<file path="src/ccd_consts.vh">
// Purpose: Shared constants of the clear/complement/decrement/call unit
// Assumes: Included by bare name from every design file of the unit
// Notes:   Byte addresses on the APB side, one aligned word per register
`ifndef CCD_CONSTS_VH
`define CCD_CONSTS_VH

// Register byte offsets
`define CCD_OFS_INSTR     12'h000
`define CCD_OFS_ACC       12'h004
`define CCD_OFS_LATCH     12'h008
`define CCD_OFS_PC        12'h00C
`define CCD_OFS_STATUS    12'h010
`define CCD_OFS_FADDR     12'h014
`define CCD_OFS_FDATA     12'h018
`define CCD_OFS_WDOG      12'h01C
`define CCD_OFS_STACK     12'h020

// Instruction word fields
`define CCD_OP_MSB        3
`define CCD_OP_LSB        0
`define CCD_DEST_BIT      7
`define CCD_FADR_MSB      14
`define CCD_FADR_LSB      8

// Opcodes
`define CCD_OP_NOP        4'h0
`define CCD_OP_WDCLR      4'h1
`define CCD_OP_CALLACC    4'h2
`define CCD_OP_COMPL      4'h3
`define CCD_OP_CLRREG     4'h4
`define CCD_OP_CLRACC     4'h5
`define CCD_OP_DECREG     4'h6
`define CCD_OP_DECSKIP    4'h7

// Status register bit positions
`define CCD_ST_ZERO       0
`define CCD_ST_TIMEOUTN   1
`define CCD_ST_PWRDOWNN   2
`define CCD_ST_SKIP       3
`define CCD_ST_BUSY       4

// Reset, clear and counter top values
`define CCD_RST_BYTE      8'h00
`define CCD_RST_PC        15'h0000
`define CCD_RST_FLAG_N    1'b1
`define CCD_WDOG_CLEAR    8'h00
`define CCD_PRESC_CLEAR   8'h00
`define CCD_PRESC_TOP     8'hFF
`define CCD_WDOG_TOP      8'hFF

`endif

</file>
<file path="src/ccd_alu.v">
// Purpose: Result and zero detect for the byte-wide operations
// Assumes: Opcode and operand stable for the execute cycle
// Notes:   Purely combinational
`timescale 1ns/1ps
`include "ccd_consts.vh"

module ccd_alu
(
   input  wire [3:0] op,
   input  wire [7:0] operand,
   output reg  [7:0] result,
   output wire       zero
);

   // Select the byte result for each opcode
   always @*
   begin
      case (op)
         `CCD_OP_COMPL   : result = ~operand;
         `CCD_OP_CLRREG  : result = `CCD_RST_BYTE;
         `CCD_OP_CLRACC  : result = `CCD_RST_BYTE;
         `CCD_OP_DECREG  : result = operand - 8'h01;
         `CCD_OP_DECSKIP : result = operand - 8'h01;
         default         : result = operand;
      endcase
   end

   // Zero when the stored byte is all zero
   assign zero = (result == 8'h00);

endmodule // ccd_alu

</file>
<file path="src/ccd_return_stack.v">
// Purpose: Sixteen-level circular return address stack
// Assumes: Push is a one-cycle pulse
// Notes:   Overflow wraps and overwrites the oldest entry
`timescale 1ns/1ps
`include "ccd_consts.vh"

module ccd_return_stack
(
   input  wire        mclk,
   input  wire        arst_n,
   input  wire        push,
   input  wire [14:0] pushData,
   output wire [14:0] top,
   output reg  [3:0]  ptr
);

   reg [14:0] entry [0:15];

   // Entries need no reset; only the pointer is control state
   always @(posedge mclk)
   begin
      if (push)
         entry[ptr] <= pushData;
   end

   // Pointer advances on each push
   always @(posedge mclk or negedge arst_n)
   begin
      if (!arst_n)
         ptr <= 4'h0;
      else if (push)
         ptr <= ptr + 4'h1;
   end

   assign top = entry[ptr - 4'h1];

endmodule // ccd_return_stack

</file>
<file path="src/ccd_exec_unit.v">
// Purpose: Executes the watchdog-clear, call-via-accumulator, complement,
//          clear, decrement and decrement-skip instructions
// Assumes: APB master; one instruction cycle per mclk
// Notes:   Writing the instruction register issues one instruction
//
// Overview of operation
// - Watchdog clear zeroes counter, sets both flags
// - Watchdog clear also zeroes the prescaler
// - Call pushes PC plus one onto stack
// - Call loads PC from latch and accumulator
// - Call takes two cycles, flags untouched
// - Complement register, route by destination, zero
// - Clear register writes zero, sets zero
// - Clear accumulator writes zero, sets zero
// - Decrement register, route by destination, zero
// - Decrement-skip routes result, flags untouched
// - Zero decrement-skip result turns next instruction into no-op
`timescale 1ns/1ps
`include "ccd_consts.vh"

module ccd_exec_unit
(
   input  wire        mclk,
   input  wire        arst_n,
   input  wire        psel,
   input  wire        penable,
   input  wire        pwrite,
   input  wire [11:0] paddr,
   input  wire [31:0] pwdata,
   output reg  [31:0] prdata,
   output wire        pready,
   output reg         pslverr
);

   // One-hot execution states
   localparam [2:0] ST_IDLE  = 3'b001;
   localparam [2:0] ST_EXEC  = 3'b010;
   localparam [2:0] ST_CALL2 = 3'b100;

   reg  [2:0]  state;
   reg  [15:0] instr;
   reg  [7:0]  acc;
   reg  [6:0]  upperAddrLatch;
   reg  [14:0] pc;
   reg         zeroFlag;
   reg         timeoutFlagN;
   reg         powerdownFlagN;
   reg         skipPending;
   reg  [6:0]  fileAddr;
   reg  [7:0]  watchdogCounter;
   reg  [7:0]  prescaler;
   reg         readyQ;
   reg  [7:0]  fileMem [0:127];

   reg  [31:0] next_prdata;
   reg         next_slverr;

   wire        busy;
   wire        access;
   wire        done;
   wire        doWrite;
   wire [3:0]  opcode;
   wire        dest;
   wire [6:0]  opAddr;
   wire [7:0]  opValue;
   wire [7:0]  aluResult;
   wire        aluZero;
   wire        execLive;
   wire        pushCall;
   wire [14:0] pcPlusOne;
   wire [14:0] stackTop;
   wire [3:0]  stackPtr;
   wire        prescTick;
   wire        storeToReg;
   wire        storeToAcc;

   // Decoded instruction fields
   assign opcode  = instr[`CCD_OP_MSB:`CCD_OP_LSB];
   assign dest    = instr[`CCD_DEST_BIT];
   assign opAddr  = instr[`CCD_FADR_MSB:`CCD_FADR_LSB];
   assign opValue = fileMem[opAddr];

   // Bus handshake terms; the bus waits while an instruction runs
   assign busy    = (state != ST_IDLE);
   assign access  = psel & penable;
   assign pready  = readyQ;
   assign done    = access & readyQ;
   assign doWrite = done & pwrite & ~next_slverr;

   // An instruction following a zero decrement-skip is a no-op
   assign execLive = (state == ST_EXEC) & ~skipPending;

   assign pcPlusOne = pc + 15'h0001;
   assign pushCall  = execLive & (opcode == `CCD_OP_CALLACC);

   // Destination routing for byte results
   assign storeToReg = execLive & (
      (opcode == `CCD_OP_CLRREG) |
      (dest & ((opcode == `CCD_OP_COMPL) |
               (opcode == `CCD_OP_DECREG) |
               (opcode == `CCD_OP_DECSKIP))));
   assign storeToAcc = execLive & (
      (opcode == `CCD_OP_CLRACC) |
      (~dest & ((opcode == `CCD_OP_COMPL) |
                (opcode == `CCD_OP_DECREG) |
                (opcode == `CCD_OP_DECSKIP))));

   // Prescaler wraps to give the watchdog its count enable
   assign prescTick = (prescaler == `CCD_PRESC_TOP);

   ccd_alu u_alu
   (
      .op      (opcode),
      .operand (opValue),
      .result  (aluResult),
      .zero    (aluZero)
   );

   ccd_return_stack u_stack
   (
      .mclk     (mclk),
      .arst_n   (arst_n),
      .push     (pushCall),
      .pushData (pcPlusOne),
      .top      (stackTop),
      .ptr      (stackPtr)
   );

   // Read data and error for the addressed register
   always @*
   begin
      next_prdata = 32'h00000000;
      next_slverr = 1'b0;
      case (paddr)
         `CCD_OFS_INSTR  : next_prdata = {16'h0000, instr};
         `CCD_OFS_ACC    : next_prdata = {24'h000000, acc};
         `CCD_OFS_LATCH  : next_prdata = {25'h0000000, upperAddrLatch};
         `CCD_OFS_PC     : next_prdata = {17'h00000, pc};
         `CCD_OFS_STATUS :
         begin
            next_prdata[`CCD_ST_ZERO]     = zeroFlag;
            next_prdata[`CCD_ST_TIMEOUTN] = timeoutFlagN;
            next_prdata[`CCD_ST_PWRDOWNN] = powerdownFlagN;
            next_prdata[`CCD_ST_SKIP]     = skipPending;
            next_prdata[`CCD_ST_BUSY]     = busy;
         end
         `CCD_OFS_FADDR  : next_prdata = {25'h0000000, fileAddr};
         `CCD_OFS_FDATA  : next_prdata = {24'h000000, fileMem[fileAddr]};
         `CCD_OFS_WDOG   : next_prdata = {16'h0000, prescaler,
                                          watchdogCounter};
         `CCD_OFS_STACK  : next_prdata = {13'h0000, stackPtr, stackTop};
         default         : next_slverr = 1'b1;
      endcase
   end

   // Answer one cycle into the access phase, only when idle
   always @(posedge mclk or negedge arst_n)
   begin
      if (!arst_n)
      begin
         readyQ  <= 1'b0;
         prdata  <= 32'h00000000;
         pslverr <= 1'b0;
      end
      else if (done)
      begin
         readyQ  <= 1'b0;
         pslverr <= 1'b0;
      end
      else if (access && !busy)
      begin
         readyQ  <= 1'b1;
         prdata  <= pwrite ? 32'h00000000 : next_prdata;
         pslverr <= next_slverr;
      end
   end

   // Execution sequence: issue, execute, optional second call cycle
   always @(posedge mclk or negedge arst_n)
   begin
      if (!arst_n)
         state <= ST_IDLE;
      else
      begin
         case (state)
            ST_IDLE :
               if (doWrite && paddr == `CCD_OFS_INSTR)
                  state <= ST_EXEC;
            ST_EXEC :
               if (pushCall)
                  state <= ST_CALL2;
               else
                  state <= ST_IDLE;
            ST_CALL2 :
               state <= ST_IDLE;
            default :
               state <= ST_IDLE;
         endcase
      end
   end

   // File memory: software window and instruction write-back
   always @(posedge mclk)
   begin
      if (storeToReg)
         fileMem[opAddr] <= aluResult;
      else if (doWrite && paddr == `CCD_OFS_FDATA)
         fileMem[fileAddr] <= pwdata[7:0];
   end

   // Instruction and software-visible registers
   always @(posedge mclk or negedge arst_n)
   begin
      if (!arst_n)
      begin
         instr          <= 16'h0000;
         acc            <= `CCD_RST_BYTE;
         upperAddrLatch <= 7'h00;
         pc             <= `CCD_RST_PC;
         fileAddr       <= 7'h00;
      end
      else if (state == ST_EXEC)
      begin
         if (pushCall)
            pc <= {upperAddrLatch, acc};
         else
            pc <= pcPlusOne;
         if (storeToAcc)
            acc <= aluResult;
      end
      else if (doWrite)
      begin
         case (paddr)
            `CCD_OFS_INSTR : instr          <= pwdata[15:0];
            `CCD_OFS_ACC   : acc            <= pwdata[7:0];
            `CCD_OFS_LATCH : upperAddrLatch <= pwdata[6:0];
            `CCD_OFS_PC    : pc             <= pwdata[14:0];
            `CCD_OFS_FADDR : fileAddr       <= pwdata[6:0];
            default        : fileAddr       <= fileAddr;
         endcase
      end
   end

   // Zero flag and skip request; call and decrement-skip leave flags
   always @(posedge mclk or negedge arst_n)
   begin
      if (!arst_n)
      begin
         zeroFlag    <= 1'b0;
         skipPending <= 1'b0;
      end
      else if (state == ST_EXEC)
      begin
         if (skipPending)
            skipPending <= 1'b0;
         else
         begin
            case (opcode)
               `CCD_OP_COMPL   : zeroFlag <= aluZero;
               `CCD_OP_DECREG  : zeroFlag <= aluZero;
               `CCD_OP_CLRREG  : zeroFlag <= 1'b1;
               `CCD_OP_CLRACC  : zeroFlag <= 1'b1;
               `CCD_OP_DECSKIP : skipPending <= aluZero;
               default         : zeroFlag <= zeroFlag;
            endcase
         end
      end
   end

   // Watchdog prescaler, counter and its active-low flags
   always @(posedge mclk or negedge arst_n)
   begin
      if (!arst_n)
      begin
         prescaler       <= `CCD_PRESC_CLEAR;
         watchdogCounter <= `CCD_WDOG_CLEAR;
         timeoutFlagN    <= `CCD_RST_FLAG_N;
         powerdownFlagN  <= `CCD_RST_FLAG_N;
      end
      else if (execLive && opcode == `CCD_OP_WDCLR)
      begin
         watchdogCounter <= `CCD_WDOG_CLEAR;
         prescaler       <= `CCD_PRESC_CLEAR;
         timeoutFlagN    <= 1'b1;
         powerdownFlagN  <= 1'b1;
      end
      else
      begin
         prescaler <= prescaler + 8'h01;
         if (prescTick)
         begin
            watchdogCounter <= watchdogCounter + 8'h01;
            if (watchdogCounter == `CCD_WDOG_TOP)
               timeoutFlagN <= 1'b0; // Time-out on counter wrap
         end
      end
   end

endmodule // ccd_exec_unit

</file>
<file path="config.mk">
export PLATFORM = sky130hd
export DESIGN_NAME = ccd_exec_unit
export DESIGN_NICKNAME = d
export VERILOG_FILES = /design/src/ccd_alu.v /design/src/ccd_return_stack.v /design/src/ccd_exec_unit.v
export VERILOG_INCLUDE_DIRS = /design/src
export SDC_FILE = /design/constraint.sdc
export NUM_CORES = 2
export LEC_CHECK = 0
export BUFFER_PORTS_ARGS = -buffer_cell sky130_fd_sc_hd__buf_4
export CORE_MARGIN = 3
export CORE_UTILIZATION = 45
export DETAILED_ROUTE_END_ITERATION = 10
export GPL_ROUTABILITY_DRIVEN = 0
export PLACE_DENSITY = 0.61
export SETUP_SLACK_MARGIN = 0.05
export SYNTH_ARGS = -nofsm -noshare
export SYNTH_HDL_FRONTEND = slang
export SYNTH_SLANG_ARGS = --single-unit
</file>
<file path="constraint.sdc">
create_clock -name mclk -period 20.6 [get_ports mclk]
set_clock_uncertainty 0.15 [all_clocks]
set_input_delay 5.15 -clock mclk [delete_from_list [all_inputs] [get_ports mclk]]
set_output_delay 5.15 -clock mclk [all_outputs]
set_load 0.005 [all_outputs]
</file>
## Word level (Yosys, flattened, before mapping)

Memory sizes are Yosys's and may differ from the RTL's.
Cells that the tools add are included.
Widths: inputs -> output; s select.

| cells by class | value |
|---|---|
| $lt $le $gt $ge | 0 |
| multipliers | 0 |
| multiplexer cells | 39 |
| equality and inequality tests | 22 |
| bitwise gates (word level) | 19 |
| shift operators | 0 |
| divide/modulo/power cells | 0 |
| reductions and logical operators | 27 |
| add/sub/neg operators | 6 |

Operator list:

| kind | number |
|---|---|
| $pmux 14 s8 | 1 |
| $mux 8 | 8 |
| $mux 15 | 4 |
| $eq 12x5->1 const B | 4 |
| $pmux 5 s9 | 1 |
| $mux 32 | 1 |
| $eq 12x4->1 const B | 2 |
| $pmux 8 s3 | 1 |
| $mux 1 | 18 |
| $add 8x1->8 const B | 2 |
| $eq 4x3->1 const B | 4 |
| $eq 8x8->1 const B | 2 |
| $add 15x1->15 const B | 1 |
| $reduce_and 3->1 | 5 |
| $reduce_bool 2->1 | 7 |
| $eq 12x3->1 const B | 1 |
| $eq 12x6->1 const B | 1 |
| $logic_not 12->1 | 1 |
| $and 1x1->1 | 10 |
| $reduce_or 9->1 | 1 |
| $eq 4x2->1 const B | 2 |
| $logic_not 8->1 | 1 |
| $not 8->8 | 1 |
| $reduce_or 8->1 | 1 |
| 18 further kinds | 33 |

| word-level totals | value |
|---|---|
| memories | 2 |
| register bits | 113 |
| output and inout port bits | 34 |
| bits in writable memories | 1,264 |
| memory bits (read-only) | 0 |
| word-level logic and storage cells | 130 |
| bits in latches | 0 |
| input bits | 49 |

Memory list:

| memory | depth | bits a word | rd ports | clocked after Yosys merged registers in | wr ports | RTL line | RTL |
|---|---|---|---|---|---|---|---|
| fileMem | 128 | 8 | 2 | 0 | 1 | ccd_exec_unit.v:53 | `reg [7:0] fileMem [0:127];` |
| u_stack.entry | 16 | 15 | 1 | 0 | 1 | ccd_return_stack.v:17 | `reg [14:0] entry [0:15];` |

## Depth between registers and ports, before layout

| depth | value |
|---|---|
| word-level depth | 10 |
| gate-level depth with buffers | 18 |
| gate-level depth less buffers | 11 |

## By module

Synthesis repeated with hierarchy kept, for this count alone.

| unflattened totals | value |
|---|---|
| cell total of the unflattened synthesis | 3,482 |
| area, all modules | 63,641.0 µm² |

By module, submodules not included:

| module | cells an instance | sequential area each (µm²) | times used | area each (µm²) |
|---|---|---|---|---|
| ccd_exec_unit | 2,992 | 33,154.3 | 1 | 53,612.7 |
| ccd_return_stack | 440 | 7,307.0 | 1 | 9,676.8 |
| ccd_alu | 50 | 0.0 | 1 | 351.6 |

## Worst setup path before layout

OpenSTA, ideal clock, no wires.

| timing | value |
|---|---|
| kind | in2reg |
| start | input port paddr[9] |
| end | memory fileMem[0][0] (data pin) |
| arrival time | 10.681 ns |
| cell stages on the path | 9 |
| data required time | 19.531 ns |
| library setup time | 0.919 ns |
| path slack | 8.850 ns |
| cell sequence | or4_1 > nor3_1 > nand2_1 > a21o_1 > or3_1 > nor2_1 > nand2_1 > clkbuf_1 > mux2i_1 |

| on the way | value |
|---|---|
| longest elaborated chain between the ends | 9 |
| elaborated cells between the ends (all ways) | 17 |

Ends and longest elaborated chain:

| what | RTL line | RTL |
|---|---|---|
| from (decl) | ccd_exec_unit.v:28 | `input wire [11:0] paddr,` |
| $eq 12x5->1, or another cell as far along | ccd_exec_unit.v:134 | `case (paddr)` |
| $reduce_or 9->1 (no line) | - |  |
| $and 1x1->1 | ccd_exec_unit.v:88 | `assign doWrite = done & pwrite & ~next_slverr;` |
| $logic_and 1x1->1 (no line) * | - |  |
| $mux 1 * | ccd_exec_unit.v:207 | `` else if (doWrite && paddr == `CCD_OFS_FDATA) `` |
| $mux 1 * | ccd_exec_unit.v:205 | `if (storeToReg)` |
| $mux 1 (not written as such) * | ccd_exec_unit.v:208 | `fileMem[fileAddr] <= pwdata[7:0];` |
| $reduce_or 8->1 (no line) * | - |  |
| $mux 8 (no line) * | - |  |
| to (decl) | ccd_exec_unit.v:53 |  |

Every way passes the cells marked *; elsewhere a longest branch is shown, timed or not.

## Worst setup path in the final report

| timing | value |
|---|---|
| start | input port paddr[9] |
| end | memory fileMem[124][4], enable pin |

| on the way | value |
|---|---|
| longest elaborated chain between the ends | 9 |
| elaborated cells between the ends (all ways) | 18 |

Ends and longest elaborated chain:

| what | RTL line |
|---|---|
| $eq 12x5->1, or another cell as far along | ccd_exec_unit.v:134 |
| $reduce_or 9->1 (no line) | - |
| $and 1x1->1 | ccd_exec_unit.v:88 |
| $logic_and 1x1->1 (no line) * | - |
| $mux 1 * | ccd_exec_unit.v:207 |
| $mux 1 * | ccd_exec_unit.v:205 |
| $mux 1 (not written as such) * | ccd_exec_unit.v:208 |
| $reduce_or 8->1 (no line) | - |
| $mux 7 (no line) or $mux 1 (tied branches) | - |

Marks and branches as above.

==> flow_metrics.tcl <==
set metrics [dict create \
    crit_fanout 27 \
    io_pins 83 \
    synth_area_sq_um 63000 \
    end_kind "flip-flop" \
    r2r-end "fileMem[34][7]$_DFFE_PP_" \
    rows 136 \
    num_vias 35259 \
    ant_nets 0 \
    cts-root-buf "clkbuf_16" \
    drt_wl_total_mm 181 \
    worstSkewPairLatency_ns 0.79 \
    drv_cap 0 \
    die-area_sq_um 145000 \
    cts_setup_buffers 0 \
    placed_cells_incl_taps 5108 \
    crit_chain "buf_4 > or4_1 > nor3_1 > nand2_1 > a21o_1 > or3_1 > nor2_1 > nand2_1 > buf_4 > mux2i_1 > o21ai_1 > or2_2 > nor2_1" \
    clkTransAtPathRegs_ns 0.06 \
    synthFlopType "edfxtp_1" \
    fin_setup_tns_ns 0 \
    required_ns 20.84 \
    status "complete, no violations" \
    hold_end "prdata[14]$_DFFE_PN0P_" \
    synth_top_area_cell "edfxtp_1" \
    max_freq_ghz 0.0999 \
    synth_area_per_cell_sq_um 18.6 \
    grt_pass1_vias 35944 \
    die_h_um 380 \
    cpPeakStageDelay_ns 0.92 \
    slew_viol_final 0 \
    worstMarginPinSlew_ns 1.35 \
    start_util_pct 45.6 \
    holdCritStartpoint "prdata[14]$_DFFE_PN0P_" \
    hold_class "reg -> reg" \
    final_cells 5369 \
    rrSetupSlack_ns 12.65 \
    synth_cell_types 67 \
    peakVddDrop_mv 0.0729 \
    timing_hold_violations_final 0 \
    max-slew-margin-rel_pct 9.47 \
    synth_seq_cells 1364 \
    viasPerCell 6.57 \
    grtUsageTotal_pct 25.0 \
    p_leak_nw 20.4 \
    ys_top_cells_by_area "edfxtp_1 60%, mux4_2 22%, dfrtp_1 3.9%" \
    setup_violations 0 \
    worstPathArrival_ns 10.25 \
    ff2ff_path_depth 13 \
    ys_seq_area_share_pct 64.2 \
    yosys.area.top_type_share_pct 60.3 \
    drtIter0Drc 4434 \
    final_area_sq_um 69800 \
    cts_tree "done" \
    dp_hpwl_mm 118 \
    grt_pass1_wl_mm 261 \
    synth.most_common_cell "edfxtp_1" \
    hold_depth 1 \
    nets 3448 \
    htree_levels 4 \
    grt_antenna_before_repair 6 \
    io_buffer_count 53 \
    clkSinkCount 1364 \
    wl_per_cell_um 33.6 \
    period_share_pct 48.6 \
    synth_edf_count 1264 \
    grt_overflow 0 \
    synth_common_cells "1264 x edfxtp_1, 605 x mux4_2, 206 x nor2_1" \
    drive_gt1_share_pct 30.0 \
    rr_startpoint "instr[8]$_DFFE_PN0P_" \
    fin_crit_ns 10.01 \
    route.detailed.drc 0 \
    crit_type "in -> reg" \
    crit_path_start_kind "primary input" \
    rsz0062_at_grt "no" \
    post_cts_resized 0 \
    slowest_stage "nor2_1" \
    placed_cell_area_sq_um 65400 \
    num_antenna_cells 0 \
    grt_max_degree 105 \
    cts_buffers 143 \
    holdBufCountCts 0 \
    netlist_instances 3379 \
    clock_path_buffers 3 \
    ys_warn_count 0 \
    async_flop_share_pct 7.33 \
    synthToLayoutAreaGrowth_pct 10.9 \
    core_area_sq_um 138000 \
    power_density_nw_per_um2 78.9 \
    die_w_um 380 \
    first_pass_iters 8 \
]
cell families after synthesis:
group / Yosys count / synth area share, %
AOI/OAI and AO/OA: 345 / 3.73
xor gates and xnor gates: 37 / 0.514
and+or+nand+nor: 483 / 3.60
DFF: 1364 / 64.2
adders and majority gates: 9 / 0.179
buffers and inverters: 288 / 2.04
other: 1 / 0.00595
muxes: 852 / 25.7
metal layers:
layer,part of all wire (%),track usage [%]
met4,4.0,9.09
met3,9.8,6.23
met2,47,38.7
met5,0.016,0
met1,39,34.6
critical path, delay by kind of cell:
| family | cells | cell delay, ns |
|---|---|---|
| buf+inv | 2 | 0.53 |
| compound gates | 2 | 0.39 |
| simple gates | 8 | 3.81 |
| mux | 1 | 0.32 |
how the worst max path moves through the flow:
| stage | startpoint | endpoint | slack, ns |
|---|---|---|---|
| global route | paddr[9] | fileMem[88][6]$_DFFE_PP_ | 10.54 |
| detailed placement | paddr[9] | fileMem[121][7]$_DFFE_PP_ | 9.87 |
| global placement | paddr[9] | fileMem[89][2]$_DFFE_PP_ | 9.84 |
| floorplan | paddr[9] | fileMem[0][0]$_DFFE_PP_ | 8.85 |
| CTS | paddr[9] | fileMem[121][4]$_DFFE_PP_ | 10.70 |
| finish | paddr[9] | fileMem[124][4]$_DFFE_PP_ | 10.59 |
sequential cells by signal (all words and copies together) (netlist names), 3 cells and up:
signal           flops
prdata              19
acc                  8
watchdogCounter      8
pc                  15
u_stack.ptr          4
fileAddr             7
state                3
u_stack.entry      240
fileMem           1024
upperAddrLatch       7
instr               16
prescaler            8
per-stage QoR:
step	setup WS, ns	util [%]	total power (W)	hold slack [ns]
final	10.59	50.6	0.00551	0.330
after global routing	10.54	50.6	0.00567	0.360
after CTS	10.70	50.6	0.00555	0.332
after detailed placement	9.87	47.3	0.00307	0.318
after global placement	9.84	47.3	0.00307	0.318
after floorplan	8.85	-	0.00305	0.313
power breakdown:
part           internal [W]  switching, W
logic            0.00000807     0.0000148
registers           0.00298    0.00000104
clock network       0.00140       0.00111
total               0.00439       0.00112
area by class of cell:
cell class	count	area, sq um
Clock buffer	181	3750
Clock inverter	80	739
Fill cell	11057	68300
Inverter	15	56.3
Multi-Input combinational cell	1739	21500
Sequential cell	1364	40500
Tap cell	1863	2330
Timing Repair Buffer	127	1000
cells in the final DEF (no fill, tap or decap), drive strengths merged, types with 11 or more instances in the layout:
cell type and count:
nor3 20, nand2b 18, dfrtp 98, nand3 36, a21o 11, nand2 88, or2 22, o211ai 12
xor2 18, conb 13, nor2 207, edfxtp 1264, a22oi 97, a21oi 90, buf 127, a211oi 12
and3 13, clkinv 59, a31oi 12, mux4 605, mux2i 194, nor2b 19, o21ai 39, inv 29
a221oi 11, nor3b 11, a22o 17, xnor2 19, a222oi 14, and2 18, clkbuf 181, mux2 53
Power figures use the tool's default switching activity.
